==> src/design/wdt_params.svh <==
// constants of the runaway guard timer: offsets, field positions, resets, keys
// assumes inclusion by bare name from the package and the design modules
`ifndef WDT_PARAMS_SVH
`define WDT_PARAMS_SVH

`define WDT_ADDR_W 24
`define WDT_OFS_CTRL_RELOAD 24'h14_0000
`define WDT_OFS_COUNT_SERVICE 24'h14_0004

`define WDT_CTRL_EN_BIT 0
`define WDT_CTRL_FREEZE_BIT 1
`define WDT_CTRL_LIGHT_BIT 2
`define WDT_CTRL_IDLE_BIT 3
`define WDT_CTRL_BITS 4
`define WDT_CTRL_LSB 16

`define WDT_CTRL_RESET 16'h000C
`define WDT_RELOAD_RESET 16'hFFFF
`define WDT_KEY_ARM 16'h5555
`define WDT_KEY_FIRE 16'hAAAA

`define WDT_PRESCALE_DIV 8192

`endif

==> src/design/wdt_pkg.sv <==
// types shared by the runaway guard timer design
// assumes wdt_params.svh on the include path
`include "wdt_params.svh"

package wdt_pkg;

    typedef struct packed {
        logic [`WDT_ADDR_W-1:0] addr;
        logic [31:0] wdata;
        logic [3:0] byte_en;
        logic wr;
        logic rd;
        logic supervisor;
    } bus_req_t;

    typedef struct packed {
        logic wait_mode;
        logic doze_mode;
        logic stop_mode;
        logic core_halted;
    } power_state_t;

    typedef enum logic {
        SVC_IDLE,
        SVC_ARMED
    } service_state_t;

endpackage

==> src/design/wdt_prescaler.sv <==
// clock divider ahead of the watchdog counter
// assumes one system clock and an active-high asynchronous reset
`timescale 1ns/1ps
`default_nettype none

module wdt_prescaler #(
    parameter int DIV = 8192
) (
    input wire logic i_sys_clk,
    input wire logic i_reset,
    input wire logic i_run,
    input wire logic i_clear,
    output logic o_tick
);

    localparam int W = (DIV > 1) ? $clog2(DIV) : 1;
    localparam logic [W-1:0] LAST = W'(DIV - 1);

    logic [W-1:0] cnt_q;

    // cleared on every counter load, frozen while not running
    always_ff @(posedge i_sys_clk or posedge i_reset) begin
        if (i_reset) begin
            cnt_q <= '0;
        end else if (i_clear) begin
            cnt_q <= '0;
        end else if (i_run) begin
            if (cnt_q == LAST) begin
                cnt_q <= '0;
            end else begin
                cnt_q <= cnt_q + W'(1);
            end
        end
    end

    always_ff @(posedge i_sys_clk or posedge i_reset) begin
        if (i_reset) begin
            o_tick <= 1'b0;
        end else begin
            o_tick <= i_run && !i_clear && (cnt_q == LAST);
        end
    end

endmodule // wdt_prescaler

`default_nettype wire

==> src/design/runaway_guard_timer.sv <==
// runaway guard timer: 16-bit watchdog with register port and reset request
// assumes synchronous power-mode inputs and a reset controller on o_reset_req
//
// Added by the designer: the address-and-strobe port.
`timescale 1ns/1ps
`default_nettype none
`include "wdt_params.svh"

// Behaviour
// - 16-bit down-counter runs while enabled; underflow raises reset request.
// - in wait mode, counter freezes when sleep_idle_stop is set.
// - in doze mode, counter freezes when light_sleep_stop is set.
// - stop mode halts counting; exit resumes from the held state.
// - halted with debug_freeze_stop set stops counting; halt-time writes persist.
// - with debug_freeze_stop clear at halt entry, counter keeps running while halted.
// - control/reload in word 0x14_0000; count/service in word 0x14_0004.
// - control/reload supervisor only; user access ignored with transfer error.
// - control bits: enable 0, freeze 1, light 2, idle 3; rest reserved.
// - control bits lock after first write, except writes while halted.
// - reset sets sleep_idle_stop and light_sleep_stop.
// - registers writable while halted; first write while halted leaves unlocked.
// - clearing debug_freeze_stop while halted stops the counter.
// - enable clear holds counter and prescaler; enable set runs.
// - service is 0x5555 then 0xAAAA; other values restart the sequence.
// - timeout without service signals the reset controller.
// - reload write loads counter at once, clears prescaler; resets to 0xFFFF.
// - count reads live value; writes to it ignored, normal end.
module runaway_guard_timer #(
    parameter int PRESCALE_DIV = `WDT_PRESCALE_DIV
) (
    input wire logic i_sys_clk,
    input wire logic i_reset,
    input wire wdt_pkg::bus_req_t i_bus,
    input wire wdt_pkg::power_state_t i_power,
    output logic [31:0] o_rdata,
    output logic o_xfer_err,
    output logic o_reset_req
);

    ////////////////////////////////////////////////////////////////////////////
    // constants

    localparam logic [15:0] CTRL_RST = `WDT_CTRL_RESET;
    localparam logic [15:0] RELOAD_RST = `WDT_RELOAD_RESET;
    localparam logic [15:0] KEY_ARM = `WDT_KEY_ARM;
    localparam logic [15:0] KEY_FIRE = `WDT_KEY_FIRE;
    localparam logic [`WDT_ADDR_W-1:0] OFS_W0 = `WDT_OFS_CTRL_RELOAD;
    localparam logic [`WDT_ADDR_W-1:0] OFS_W1 = `WDT_OFS_COUNT_SERVICE;

    ////////////////////////////////////////////////////////////////////////////
    // address decode

    // word match, ignoring the byte offset inside the word
    function automatic logic word_hit(
        input logic [`WDT_ADDR_W-1:0] addr,
        input logic [`WDT_ADDR_W-1:0] ofs
    );
        word_hit = (addr[`WDT_ADDR_W-1:2] == ofs[`WDT_ADDR_W-1:2]);
    endfunction

    logic hit_w0;
    logic hit_w1;
    logic priv_ok;
    logic halted;
    logic ctrl_we;
    logic reload_we;
    logic svc_we;
    logic user_err;
    logic [15:0] wr_hi;
    logic [15:0] wr_lo;

    always_comb begin
        hit_w0 = word_hit(i_bus.addr, OFS_W0);
        hit_w1 = word_hit(i_bus.addr, OFS_W1);
        priv_ok = i_bus.supervisor;
        halted = i_power.core_halted;
        wr_hi = i_bus.wdata[31:16];
        wr_lo = i_bus.wdata[15:0];
        // upper half of word 0 is control, lower half is reload
        ctrl_we = i_bus.wr && hit_w0 && priv_ok && (|i_bus.byte_en[3:2]);
        reload_we = i_bus.wr && hit_w0 && priv_ok && (|i_bus.byte_en[1:0]);
        // lower half of word 1 is the service key, any privilege
        svc_we = i_bus.wr && hit_w1 && (|i_bus.byte_en[1:0]);
        user_err = (i_bus.wr || i_bus.rd) && hit_w0 && !priv_ok;
    end

    ////////////////////////////////////////////////////////////////////////////
    // control register, one lock per bit

    logic [`WDT_CTRL_BITS-1:0] ctrl_q;
    logic [`WDT_CTRL_BITS-1:0] ctrl_lock_q;
    logic [`WDT_CTRL_BITS-1:0] ctrl_take;

    genvar gi;
    generate
        for (gi = 0; gi < `WDT_CTRL_BITS; gi++) begin : g_ctrl
            assign ctrl_take[gi] = ctrl_we && (!ctrl_lock_q[gi] || halted);

            always_ff @(posedge i_sys_clk or posedge i_reset) begin
                if (i_reset) begin
                    ctrl_q[gi] <= CTRL_RST[gi];
                end else if (ctrl_take[gi]) begin
                    ctrl_q[gi] <= wr_hi[gi];
                end
            end

            // a write made while halted does not lock the bit
            always_ff @(posedge i_sys_clk or posedge i_reset) begin
                if (i_reset) begin
                    ctrl_lock_q[gi] <= 1'b0;
                end else if (ctrl_we && !halted) begin
                    ctrl_lock_q[gi] <= 1'b1;
                end
            end
        end
    endgenerate

    logic en;
    logic freeze_stop;
    logic light_stop;
    logic idle_stop;

    always_comb begin
        en = ctrl_q[`WDT_CTRL_EN_BIT];
        freeze_stop = ctrl_q[`WDT_CTRL_FREEZE_BIT];
        light_stop = ctrl_q[`WDT_CTRL_LIGHT_BIT];
        idle_stop = ctrl_q[`WDT_CTRL_IDLE_BIT];
    end

    ////////////////////////////////////////////////////////////////////////////
    // freeze bit dropped during halt

    logic freeze_drop;
    logic freeze_drop_q;

    always_comb begin
        freeze_drop = halted && ctrl_take[`WDT_CTRL_FREEZE_BIT] && freeze_stop
            && !wr_hi[`WDT_CTRL_FREEZE_BIT];
    end

    // held until the halt ends; the set wins over the clear
    always_ff @(posedge i_sys_clk or posedge i_reset) begin
        if (i_reset) begin
            freeze_drop_q <= 1'b0;
        end else if (freeze_drop) begin
            freeze_drop_q <= 1'b1;
        end else if (!halted) begin
            freeze_drop_q <= 1'b0;
        end
    end

    ////////////////////////////////////////////////////////////////////////////
    // reload register

    logic [15:0] reload_q;
    logic reload_lock_q;
    logic reload_take;

    always_comb begin
        reload_take = reload_we && (!reload_lock_q || halted);
    end

    always_ff @(posedge i_sys_clk or posedge i_reset) begin
        if (i_reset) begin
            reload_q <= RELOAD_RST;
        end else if (reload_take) begin
            reload_q <= wr_lo;
        end
    end

    always_ff @(posedge i_sys_clk or posedge i_reset) begin
        if (i_reset) begin
            reload_lock_q <= 1'b0;
        end else if (reload_we && !halted) begin
            reload_lock_q <= 1'b1;
        end
    end

    ////////////////////////////////////////////////////////////////////////////
    // service key sequence

    wdt_pkg::service_state_t svc_state_q;
    logic svc_fire;

    always_comb begin
        svc_fire = svc_we && (svc_state_q == wdt_pkg::SVC_ARMED)
            && (wr_lo == KEY_FIRE);
    end

    always_ff @(posedge i_sys_clk or posedge i_reset) begin
        if (i_reset) begin
            svc_state_q <= wdt_pkg::SVC_IDLE;
        end else if (svc_we) begin
            unique case (svc_state_q)
                wdt_pkg::SVC_IDLE: begin
                    if (wr_lo == KEY_ARM) begin
                        svc_state_q <= wdt_pkg::SVC_ARMED;
                    end
                end
                wdt_pkg::SVC_ARMED: begin
                    // repeated arm key keeps the sequence armed
                    if (wr_lo != KEY_ARM) begin
                        svc_state_q <= wdt_pkg::SVC_IDLE;
                    end
                end
            endcase
        end
    end

    ////////////////////////////////////////////////////////////////////////////
    // run gating

    logic run;
    logic load_cnt;
    logic [15:0] load_val;

    always_comb begin
        run = en
            && !i_power.stop_mode
            && !(i_power.wait_mode && idle_stop)
            && !(i_power.doze_mode && light_stop)
            && !(halted && (freeze_stop || freeze_drop_q))
            && !o_reset_req;
        load_cnt = reload_take || svc_fire;
        load_val = reload_take ? wr_lo : reload_q;
    end

    ////////////////////////////////////////////////////////////////////////////
    // prescaler

    logic tick;

    wdt_prescaler #(
        .DIV(PRESCALE_DIV)
    ) u_prescaler (
        .i_sys_clk(i_sys_clk),
        .i_reset(i_reset),
        .i_run(run),
        .i_clear(load_cnt),
        .o_tick(tick)
    );

    ////////////////////////////////////////////////////////////////////////////
    // watchdog counter and reset request

    logic [15:0] count_q;
    logic underflow;

    always_comb begin
        underflow = tick && run && !load_cnt && (count_q == 16'h0000);
    end

    // frozen states simply hold the count, so resume is exact
    always_ff @(posedge i_sys_clk or posedge i_reset) begin
        if (i_reset) begin
            count_q <= RELOAD_RST;
        end else if (load_cnt) begin
            count_q <= load_val;
        end else if (tick && run && (count_q != 16'h0000)) begin
            count_q <= count_q - 16'h0001;
        end
    end

    // stays raised until the system reset arrives
    always_ff @(posedge i_sys_clk or posedge i_reset) begin
        if (i_reset) begin
            o_reset_req <= 1'b0;
        end else if (underflow) begin
            o_reset_req <= 1'b1;
        end
    end

    ////////////////////////////////////////////////////////////////////////////
    // read path and transfer error

    logic [31:0] rd_word;

    always_comb begin
        rd_word = 32'h0000_0000;
        if (hit_w0 && priv_ok) begin
            rd_word = {12'h000, ctrl_q, reload_q};
        end else if (hit_w1) begin
            rd_word = {count_q, 16'h0000};
        end
    end

    always_ff @(posedge i_sys_clk or posedge i_reset) begin
        if (i_reset) begin
            o_rdata <= 32'h0000_0000;
        end else if (i_bus.rd) begin
            o_rdata <= rd_word;
        end else begin
            o_rdata <= 32'h0000_0000;
        end
    end

    always_ff @(posedge i_sys_clk or posedge i_reset) begin
        if (i_reset) begin
            o_xfer_err <= 1'b0;
        end else begin
            o_xfer_err <= user_err;
        end
    end

endmodule // runaway_guard_timer

`default_nettype wire

==> config.mk <==
export PLATFORM = sky130hd
export DESIGN_NAME = runaway_guard_timer
export DESIGN_NICKNAME = d
export VERILOG_FILES = /design/src/design/wdt_pkg.sv /design/src/design/wdt_prescaler.sv /design/src/design/runaway_guard_timer.sv
export VERILOG_INCLUDE_DIRS = /design/src /design/src/design
export SDC_FILE = /design/constraint.sdc
export NUM_CORES = 1
export LEC_CHECK = 0
export BUFFER_PORTS_ARGS = -buffer_cell sky130_fd_sc_hd__clkbuf_2
export CORE_ASPECT_RATIO = 1.4
export CORE_MARGIN = 2
export CORE_UTILIZATION = 44
export CTS_CLUSTER_SIZE = 16
export DETAILED_ROUTE_END_ITERATION = 8
export GPL_ROUTABILITY_DRIVEN = 0
export PLACE_DENSITY = 0.68
export SLEW_MARGIN = 10
export SYNTH_ARGS = -nofsm -noshare
export SYNTH_HDL_FRONTEND = slang
export SYNTH_SLANG_ARGS = --single-unit
==> constraint.sdc <==
create_clock -name i_sys_clk -period 3.99 [get_ports i_sys_clk]
set_input_delay 0.798 -clock i_sys_clk [delete_from_list [all_inputs] [get_ports i_sys_clk]]
set_output_delay 0.798 -clock i_sys_clk [all_outputs]
set_load 0.005 [all_outputs]
==> results by group, run 1 <==
Logic synthesis
  • Syn nets: 449
  • Post-Synth XOR/XNOR Area: under 10%
  • FF+latch count, synth: 88
  • Simple-Gate Fraction of Synth Area: approximately 24%
  • Syn Inst Count: 378
  • Ys Warns: 0
  • Area contributors post-synth: dfrtp_1 33%, dfstp_2 22%, mux2_2 5.2%, and2_1 4.4%, nor2_1 2.9%
  • Ys flop type: dfrtp_1
  • EDFF count, synth: 0
  • Adder-cell area share of the yosys netlist: 0.604%
  • FFs w/ async S/R, synth: 100%
  • Largest family of logic cells by synthesized area: simple AND/OR/NAND/NOR gates
  • Yosys top cell area share: ~33%
  • Post-Syn Area: ~0.0041 mm2
  • Synth area leader: dfrtp_1
  • Netlist cell types: 55
  • Post-synthesis sequential area ratio: 54.2%
  • Syn Area/Cell: around 11 um2
  • Post-synthesis mux area share: about 5.4%
  • Synth Area in Compound Gates: between 10% and 20%

Layout
  • Layout cells sized above 1: 36.0%
  • Area delta synth->final: 21.2%
  • # nets final: 538
  • N_diodes: 0

Setup path
  • Worst setup startpoint: i_bus[41]
  • Crit-path cells: clkbuf_2 -> o211ai_1 -> or4b_1 -> nor4_2 -> o21a_1 -> inv_1 -> a41o_1
  • Worst r2r dst: count_q[12]
  • Start of the worst register-to-register path: count_q[13]
  • WP data required: between 4 and 5 ns
  • Worst Path Max Fanout: 10
  • Kind of critical path: in -> reg
  • Worst path max stage delay: ~0.54 ns
  • Critical Path AT: 2.93 ns
  • Worst path buffer plus inverter count: 2
  • Top Family by Delay on Critical Path: compound AO/OA/AOI/OAI gates
  • CP endpoint kind: flop
  • CP max-delay cell: or4b_1
  • Worst setup SP type: primary input
  • Worst R2R Path Depth: 6
  • Reg2reg setup slack: around 1.7 ns

Clock network
  • # hold bufs at CTS: 0
  • Post-CTS Resized: 0
  • Bufs on Longest Clock Path: 2
  • # clock sinks: 88
  • # H-tree levels: 3
  • CTS tree: built
  • TritonCTS buffer count: 9
  • Clock Pin Slew Worst Setup and Hold Paths: 0.06 ns
  • Post-CTS Setup Inserts: 0
  • Clock Root Buffer: clkbuf_16
  • Clk Latency, worst-skew pair: approximately 0.35 ns

Min path
  • HP Class: reg -> reg
  • Hold path endpoint: reload_q[1]
  • WHS Path Cells: 2
  • Hold Crit Start: reload_q[1]

GRT
  • Vias in the first global route: about 3,300
  • Gr usage total: 19.7%
  • GRT overflow: 0
  • Largest net degree at the start of global routing: 55
  • Initial antenna violation count: 0
  • First-pass GRT wire length: between 15,000 and 20,000 um

Die
  • Die Wd: about 86 um
  • Ports: around 100
  • Starting Density: 45.6%
  • Num rows: 41
  • Die area: slightly above 0.01 mm2
  • Core area: 0.00908 mm2
  • Overall die height: approximately 120 um

STA
  • RSZ-0062 raised after global routing: no
  • Fin Clk Skew: ~0.0061 ns
  • Final setup fails: 0
  • Final Slew Violations: 0
  • Min cycle time layout: around 2.7 ns
  • Fin crit share: between 60% and 70%
  • Final hold vios: 0
  • Relative slew slack: 37.3%
  • Hold_ws: around 0.47 ns
  • Worst-margin pin slew: between 0.9 and 1 ns
  • Fmax: roughly 0.37 GHz
  • Setup TNS Final: 0 ns

Flow run
  • Max Cap Violations: 0

Drt
  • DRT iter0 DRCs: ~210
  • Wire per inst: 16.6 um
  • DRT Wirelength: around 9600 um
  • DRC viols: 0
  • DRT Pass-1 Iters: 4
  • Via density: around 5.7
  • Vias post-DR: 3,279
  • Final ANT Viol Nets: 0

Run status
  • Status: completed

Place
  • Post-DP HPWL: 7040 um
  • PortBufs: 88

Power
  • Pwr dens: ~370 mW/mm2
  • Peak supply drop: approximately 0.21 mV
  • Pleak: approximately 2.3 nW
-- state kept, by name (all words and copies together), names as in the netlist, 13 cells and up --
name,flops
o_rdata,32
count_q,16
reload_q,16
u_prescaler.cnt_q,13
-- synth_stat cells, types with 3 or more instances --
master and n:
a21oi_1 17, a22o_1 3, and2_1 29, and3_1 7, clkbuf_1 10, dfrtp_1 54
dfstp_2 34, inv_1 12, mux2_2 19, nand2_1 15, nand2b_1 3, nand3_1 13
nand4_1 8, nor2_1 32, nor2b_1 3, nor3_1 11, nor3b_1 4, nor4_1 12
nor4b_1 3, nor4bb_1 5, o21a_1 3, o21ai_0 7, o22ai_1 14, o41ai_1 3
or3_1 6, xnor2_1 7, xor2_1 8
-- tightest hold or removal path, stage by stage (launching register included) --
cell and delay (ns):
dfstp_2 0.37, nand2_1 0.05, nand2_1 0.04
-- metrics by stage --
step | instance area, um2 | power, mW | std cells | utilization (%) | setup WS (ns)
floorplan | 4140 | 0.933 | 378 | - | 0.970
global placement | 4700 | 0.979 | 563 | 51.7 | 0.945
detailed placement | 4700 | 0.981 | 563 | 51.7 | 0.928
CTS | 5020 | 1.89 | 579 | 55.3 | 1.28
global route | 5020 | 1.93 | 579 | 55.3 | 1.19
finish | 5020 | 1.88 | 579 | 55.3 | 1.30
-- final cells by class --
class                           count  area [um2]
Fill cell                         789        4060
Multi-Input combinational cell    266        1800
Sequential cell                    88        2240
Inverter                           12        46.3
Clock inverter                      5        80.1
Tap cell                          107         134
Timing Repair Buffer               90         468
Clock buffer                       11         243
-- how the worst max path moves through the flow --
stage / endpoint / cells past startpoint
2_1_floorplan: ctrl_lock_q[3] / 1
3_3_place_gp: o_reset_req / 7
3_5_place_dp: o_reset_req / 7
4_1_cts: o_reset_req / 7
5_1_grt: o_reset_req / 7
6_report: o_reset_req / 7
-- layer usage --
| layer | wire [um] | vias up | track usage [%] |
|---|---|---|---|
| met5 | 0 | - | 0 |
| met4 | 225 | 0 | 9.13 |
| met3 | 326 | 18 | 2.79 |
| met2 | 5140 | 65 | 33.8 |
| met1 | 3940 | 1628 | 24.1 |
| li1 | - | 1568 | - |
-- logic make-up after synthesis --
group | Yosys count
buf+inv | 24
compound gates | 63
fa+ha+maj | 2
flops | 88
simple gates | 166
mux | 20
xor+xnor | 15
-- where the power goes --
group          leakage [nW]  switching, mW  internal (mW)  total (mW)
registers              1.09     0.00000117          0.894       0.894
clock network         0.152          0.347          0.564       0.911
logic                  1.10         0.0425         0.0277      0.0702
total                  2.34          0.389           1.49        1.88
-- cells in the final DEF, fill, tap and decap left out, drive strengths merged, types with 3 or more instances in the layout --
| master | Yosys | layout |
|---|---|---|
| and3 | 7 | 7 |
| nand4 | 9 | 9 |
| a22o | 3 | 3 |
| nand3 | 13 | 13 |
| o41ai | 3 | 3 |
| nor4bb | 5 | 5 |
| xor2 | 8 | 8 |
| nand2 | 15 | 15 |
| a22oi | 3 | 3 |
| inv | 12 | 11 |
| nor4b | 3 | 3 |
| dfstp | 34 | 34 |
| o21a | 3 | 3 |
| and2 | 29 | 29 |
| dfrtp | 54 | 54 |
| o22ai | 14 | 14 |
| nor4 | 14 | 14 |
| or3 | 7 | 7 |
| nand2b | 3 | 3 |
| or4 | 3 | 3 |
| o21ai | 9 | 9 |
| nor2 | 32 | 32 |
| xnor2 | 7 | 7 |
| nor3b | 5 | 5 |
| a21oi | 17 | 17 |
| mux2 | 19 | 19 |
| nor2b | 3 | 3 |
| nor3 | 12 | 12 |
| clkbuf | 10 | 99 |
Power figures use the tool's default switching activity.
==> run 2, diff against run 1 <==
--- a/config.mk
+++ b/config.mk
@@ -6,6 +6,7 @@
 export SDC_FILE = /design/constraint.sdc
 export NUM_CORES = 1
 export LEC_CHECK = 0
+export ABC_AREA = 1
 export BUFFER_PORTS_ARGS = -buffer_cell sky130_fd_sc_hd__clkbuf_2
 export CORE_ASPECT_RATIO = 1.4
 export CORE_MARGIN = 2
@@ -13,7 +14,7 @@
 export CTS_CLUSTER_SIZE = 16
 export DETAILED_ROUTE_END_ITERATION = 8
 export GPL_ROUTABILITY_DRIVEN = 0
-export PLACE_DENSITY = 0.68
+export PLACE_DENSITY = 0.7
 export SLEW_MARGIN = 10
 export SYNTH_ARGS = -nofsm -noshare
 export SYNTH_HDL_FRONTEND = slang
==> constraint.sdc (replaced) <==
create_clock -name i_sys_clk -period 2.3 [get_ports i_sys_clk]
set_input_delay 0.46 -clock i_sys_clk [delete_from_list [all_inputs] [get_ports i_sys_clk]]
set_output_delay 0.46 -clock i_sys_clk [all_outputs]
set_load 0.005 [all_outputs]
==> run 2 against run 1 <==
  * Cell count increased by 40%
  * Power up 64%
  * Synthesized cell count increased by 52%
  * Critical path type is now reg -> reg
  * First-iteration DRC count shrank 2.4%
  * Die area up 10%
  * Highest routed layer unchanged
==> results by group, run 2 <==
Logic synthesis
  • EDFF count, synth: 0 (unchanged)
  • Post-synth top cells: 135 x nand2_1, 81 x inv_1, 76 x nor2_1
  • Syn nets: 644 (+43%)
  • FF+latch count, synth: 88 (unchanged)
  • Synth Area in Compound Gates: 3.78% (-6.4 points)
  • Adder-cell area share of the yosys netlist: 0.547% (-0.057 points)
  • Synth area leader: dfrtp_1
  • Post-Syn Area: 0.00457 mm2 (+10%)
  • Syn Inst Count: 573 (+52%)
  • Area contributors post-synth: dfrtp_1 30%, dfstp_2 20%, nand2_1 11%, inv_1 6.6%, nor2_1 6.2%
  • Ys Warns: 0 (unchanged)
  • Post-synthesis sequential area ratio: 49.1% (-5.1 points)
  • FFs w/ async S/R, synth: 100% (unchanged)
  • Ys flop type: dfrtp_1
  • Syn Area/Cell: 7.98 um2 (-27%)
  • Netlist cell types: 39 (-29%)
  • Simple-Gate Fraction of Synth Area: 33.8% (+9.7 points)
  • Most common cell in the netlist: nand2_1
  • Yosys top cell area share: 29.5% (-3.1 points)
  • Post-synthesis mux area share: 0% (-5.4 points)
  • Post-Synth XOR/XNOR Area: 3.64% (+0.47 points)
  • Largest family of logic cells by synthesized area: simple AND/OR/NAND/NOR gates

Die
  • Ports: 103 (unchanged)
  • Overall die height: 125 um (+4.9%)
  • Starting Density: 44.7% (-0.95 points)
  • Core area: 0.0102 mm2 (+13%)
  • Die area: 0.0112 mm2 (+10%)
  • Die Wd: 90.2 um (+4.8%)
  • Num rows: 44 (+7.3%)

Setup path
  • Worst path max stage delay: 0.55 ns (about the same)
  • WP data required: 2.59 ns (-1.64 ns)
  • Worst Path Max Fanout: 7 (-3)
  • Worst setup SP type: flop
  • Critical Path AT: 2.18 ns (-0.75 ns)
  • Kind of critical path: reg -> reg
  • CP max-delay cell: dfstp_2
  • Worst R2R Path Depth: 12 (+6)
  • Crit-path most repeated cell: nand2_1
  • Start of the worst register-to-register path: count_q[0]
  • Crit-path cells: inv_1 -> ha_1 -> nand2_1 -> nor2_1 -> nand2_1 -> nor2_2 -> inv_1 -> nand2_1 -> nor2_1 -> xor2_1 -> nand2_1 -> nand2_1
  • Worst setup startpoint: count_q[0]
  • CP endpoint kind: flop

Layout
  • Top reg by flops: o_rdata
  • Largest registers: o_rdata (32), count_q (16), reload_q (16)
  • # nets final: 741 (+38%)
  • Area delta synth->final: 20.3%
  • Layout cells sized above 1: 27.1% (-8.9 points)
  • N_diodes: 0 (unchanged)
  • Filler cells: 1,015 (+29%)
  • Number of flip-flops in the largest register: 32 (unchanged)
  • Commonest cells after routing, fill and taps aside: 135 x nand2_1, 88 x clkbuf_2, 80 x inv_1
  • Commonest non-fill, non-tap cell in the layout: nand2_1

Clock network
  • # hold bufs at CTS: 0 (unchanged)
  • Bufs on Longest Clock Path: 2 (unchanged)
  • # clock sinks: 88 (unchanged)
  • Clock Root Buffer: clkbuf_16
  • # H-tree levels: 3 (unchanged)
  • CTS tree: built
  • Clock Pin Slew Worst Setup and Hold Paths: 0.06 ns (about the same)
  • Post-CTS Resized: 0 (unchanged)
  • Post-CTS Setup Inserts: 0 (unchanged)
  • TritonCTS buffer count: 9 (unchanged)
  • Clk Latency, worst-skew pair: 0.34 ns (about the same)

STA
  • Fmax: 0.527 GHz
  • Fin crit share: 82.5%
  • Setup TNS Final: 0 ns (unchanged)
  • Worst-margin pin slew: 0.711 ns (-0.229 ns)
  • Min cycle time layout: ~1.9 ns
  • Final setup fails: 0 (unchanged)
  • Relative slew slack: 52.5% (+15 points)
  • Final worst setup slack: 0.402 ns (-0.895 ns)
  • Final Slew Violations: 0 (unchanged)
  • Fin Clk Skew: 0.00533 ns (-0.000800 ns)
  • Final hold vios: 0 (unchanged)
  • RSZ-0062 raised after global routing: no

Flow run
  • Max Cap Violations: 0 (unchanged)

Drt
  • Final ANT Viol Nets: 0 (unchanged)
  • Vias post-DR: 4,075 (+24%)
  • DRC viols: 0 (unchanged)
  • Via density: 5.01 (-11%)
  • DRT Wirelength: 10,600 um (+9.7%)
  • DRT iter0 DRCs: 207 (-2.4%)
  • Wire per inst: 13.0 um (-22%)
  • DRT Pass-1 Iters: 5 (+1)

GRT
  • Vias in the first global route: 4,112 (+24%)
  • First-pass GRT wire length: 17,800 um (+13%)
  • Largest net degree at the start of global routing: 32 (-42%)
  • Initial antenna violation count: 0 (unchanged)
  • GRT overflow: 0 (unchanged)
  • Gr usage total: 19.8% (+0.070 points)

Place
  • DP Worst Slack: 0.163 ns (-0.765 ns)
  • Post-DP HPWL: 8240 um (+17%)
  • PortBufs: 88 (unchanged)

Run status
  • Status: completed

Power
  • Pleak: 2.71 nW (+16%)
  • Pwr dens: 560 mW/mm2 (+50%)
  • Peak supply drop: 0.310 mV (+48%)

Min path
  • HP Class: in -> async
-- run 2: cell count changes in the layout (fill, tap and decap cells not counted), moves of 10 or more --
cell,change
nand2_1,+120
inv_1,+69
nor2_1,+44
nand3_1,+37
and2_1,-28
mux2_2,-19
a21oi_1,-13
nand4_1,+13
o22ai_1,-13
nor2_2,+10
nor3_1,+10
-- run 2: final timing paths --
kind	end	slack [ns]
min in group i_sys_clk	idle_stop	0.31
worst min register to register	reload_lock_q	0.47
max in group asynchronous	reload_q[9]	1.45
worst max-delay path	count_q[3]	0.40
worst max register to register	count_q[3]	0.40
worst min-delay path	o_rdata[29]	0.22
-- run 2: logic make-up after synthesis --
logic type                 count (synthesis)
buffers and inverters                    100
AOI/OAI and AO/OA                         28
DFF                                       88
and+or+nand+nor                          336
xor gates and xnor gates                  19
adders and majority gates                  2
-- run 2: stage by stage --
| step | total power, mW | instances | hold WS [ns] | cell area [um2] | util, % |
|---|---|---|---|---|---|
| 2_1_floorplan | 1.64 | 573 | 0.428 | 4580 | - |
| 3_3_place_gp | 1.73 | 797 | 0.441 | 5220 | 50.9 |
| 3_5_place_dp | 1.73 | 797 | 0.461 | 5220 | 50.9 |
| 4_1_cts | 3.11 | 813 | 0.252 | 5500 | 53.7 |
| 5_1_grt | 3.18 | 813 | 0.274 | 5500 | 53.7 |
| 6_report | 3.08 | 813 | 0.219 | 5500 | 53.7 |
-- run 2: power by group --
group          switching (mW)  internal, mW
clock network           0.588         0.791
registers          0.00000170          1.55
logic                  0.0952        0.0553
-- run 2: layout make-up --
| cell class | instances | area (um2) | share of cell area [%] |
|---|---|---|---|
| clock inverter | 4 | 28.8 | 0.523 |
| timing repair buffer | 98 | 553 | 10.1 |
| clock buffer | 12 | 256 | 4.66 |
| inverter | 88 | 334 | 6.07 |
| tap | 138 | 173 | 3.14 |
| multi-input combinational | 385 | 1910 | 34.8 |
| sequential | 88 | 2240 | 40.8 |
-- run 2: critical path: cells and delay by family (launching register included) --
family                     cells  cell delay [ns]
buffers and inverters          2             0.13
xor gates and xnor gates       1             0.17
DFF                            1             0.55
adders and majority gates      1             0.24
and+or+nand+nor                8             0.77
-- run 2: metal layers --
layer / GRT usage (%) / part of all wire, % / vias to the layer above
met5: 0 / 0 / -
met4: 11.0 / 4.0 / 0
met3: 3.51 / 4.6 / 29
met2: 36.2 / 53 / 116
met1: 21.3 / 38 / 1928
li1: - / - / 2002
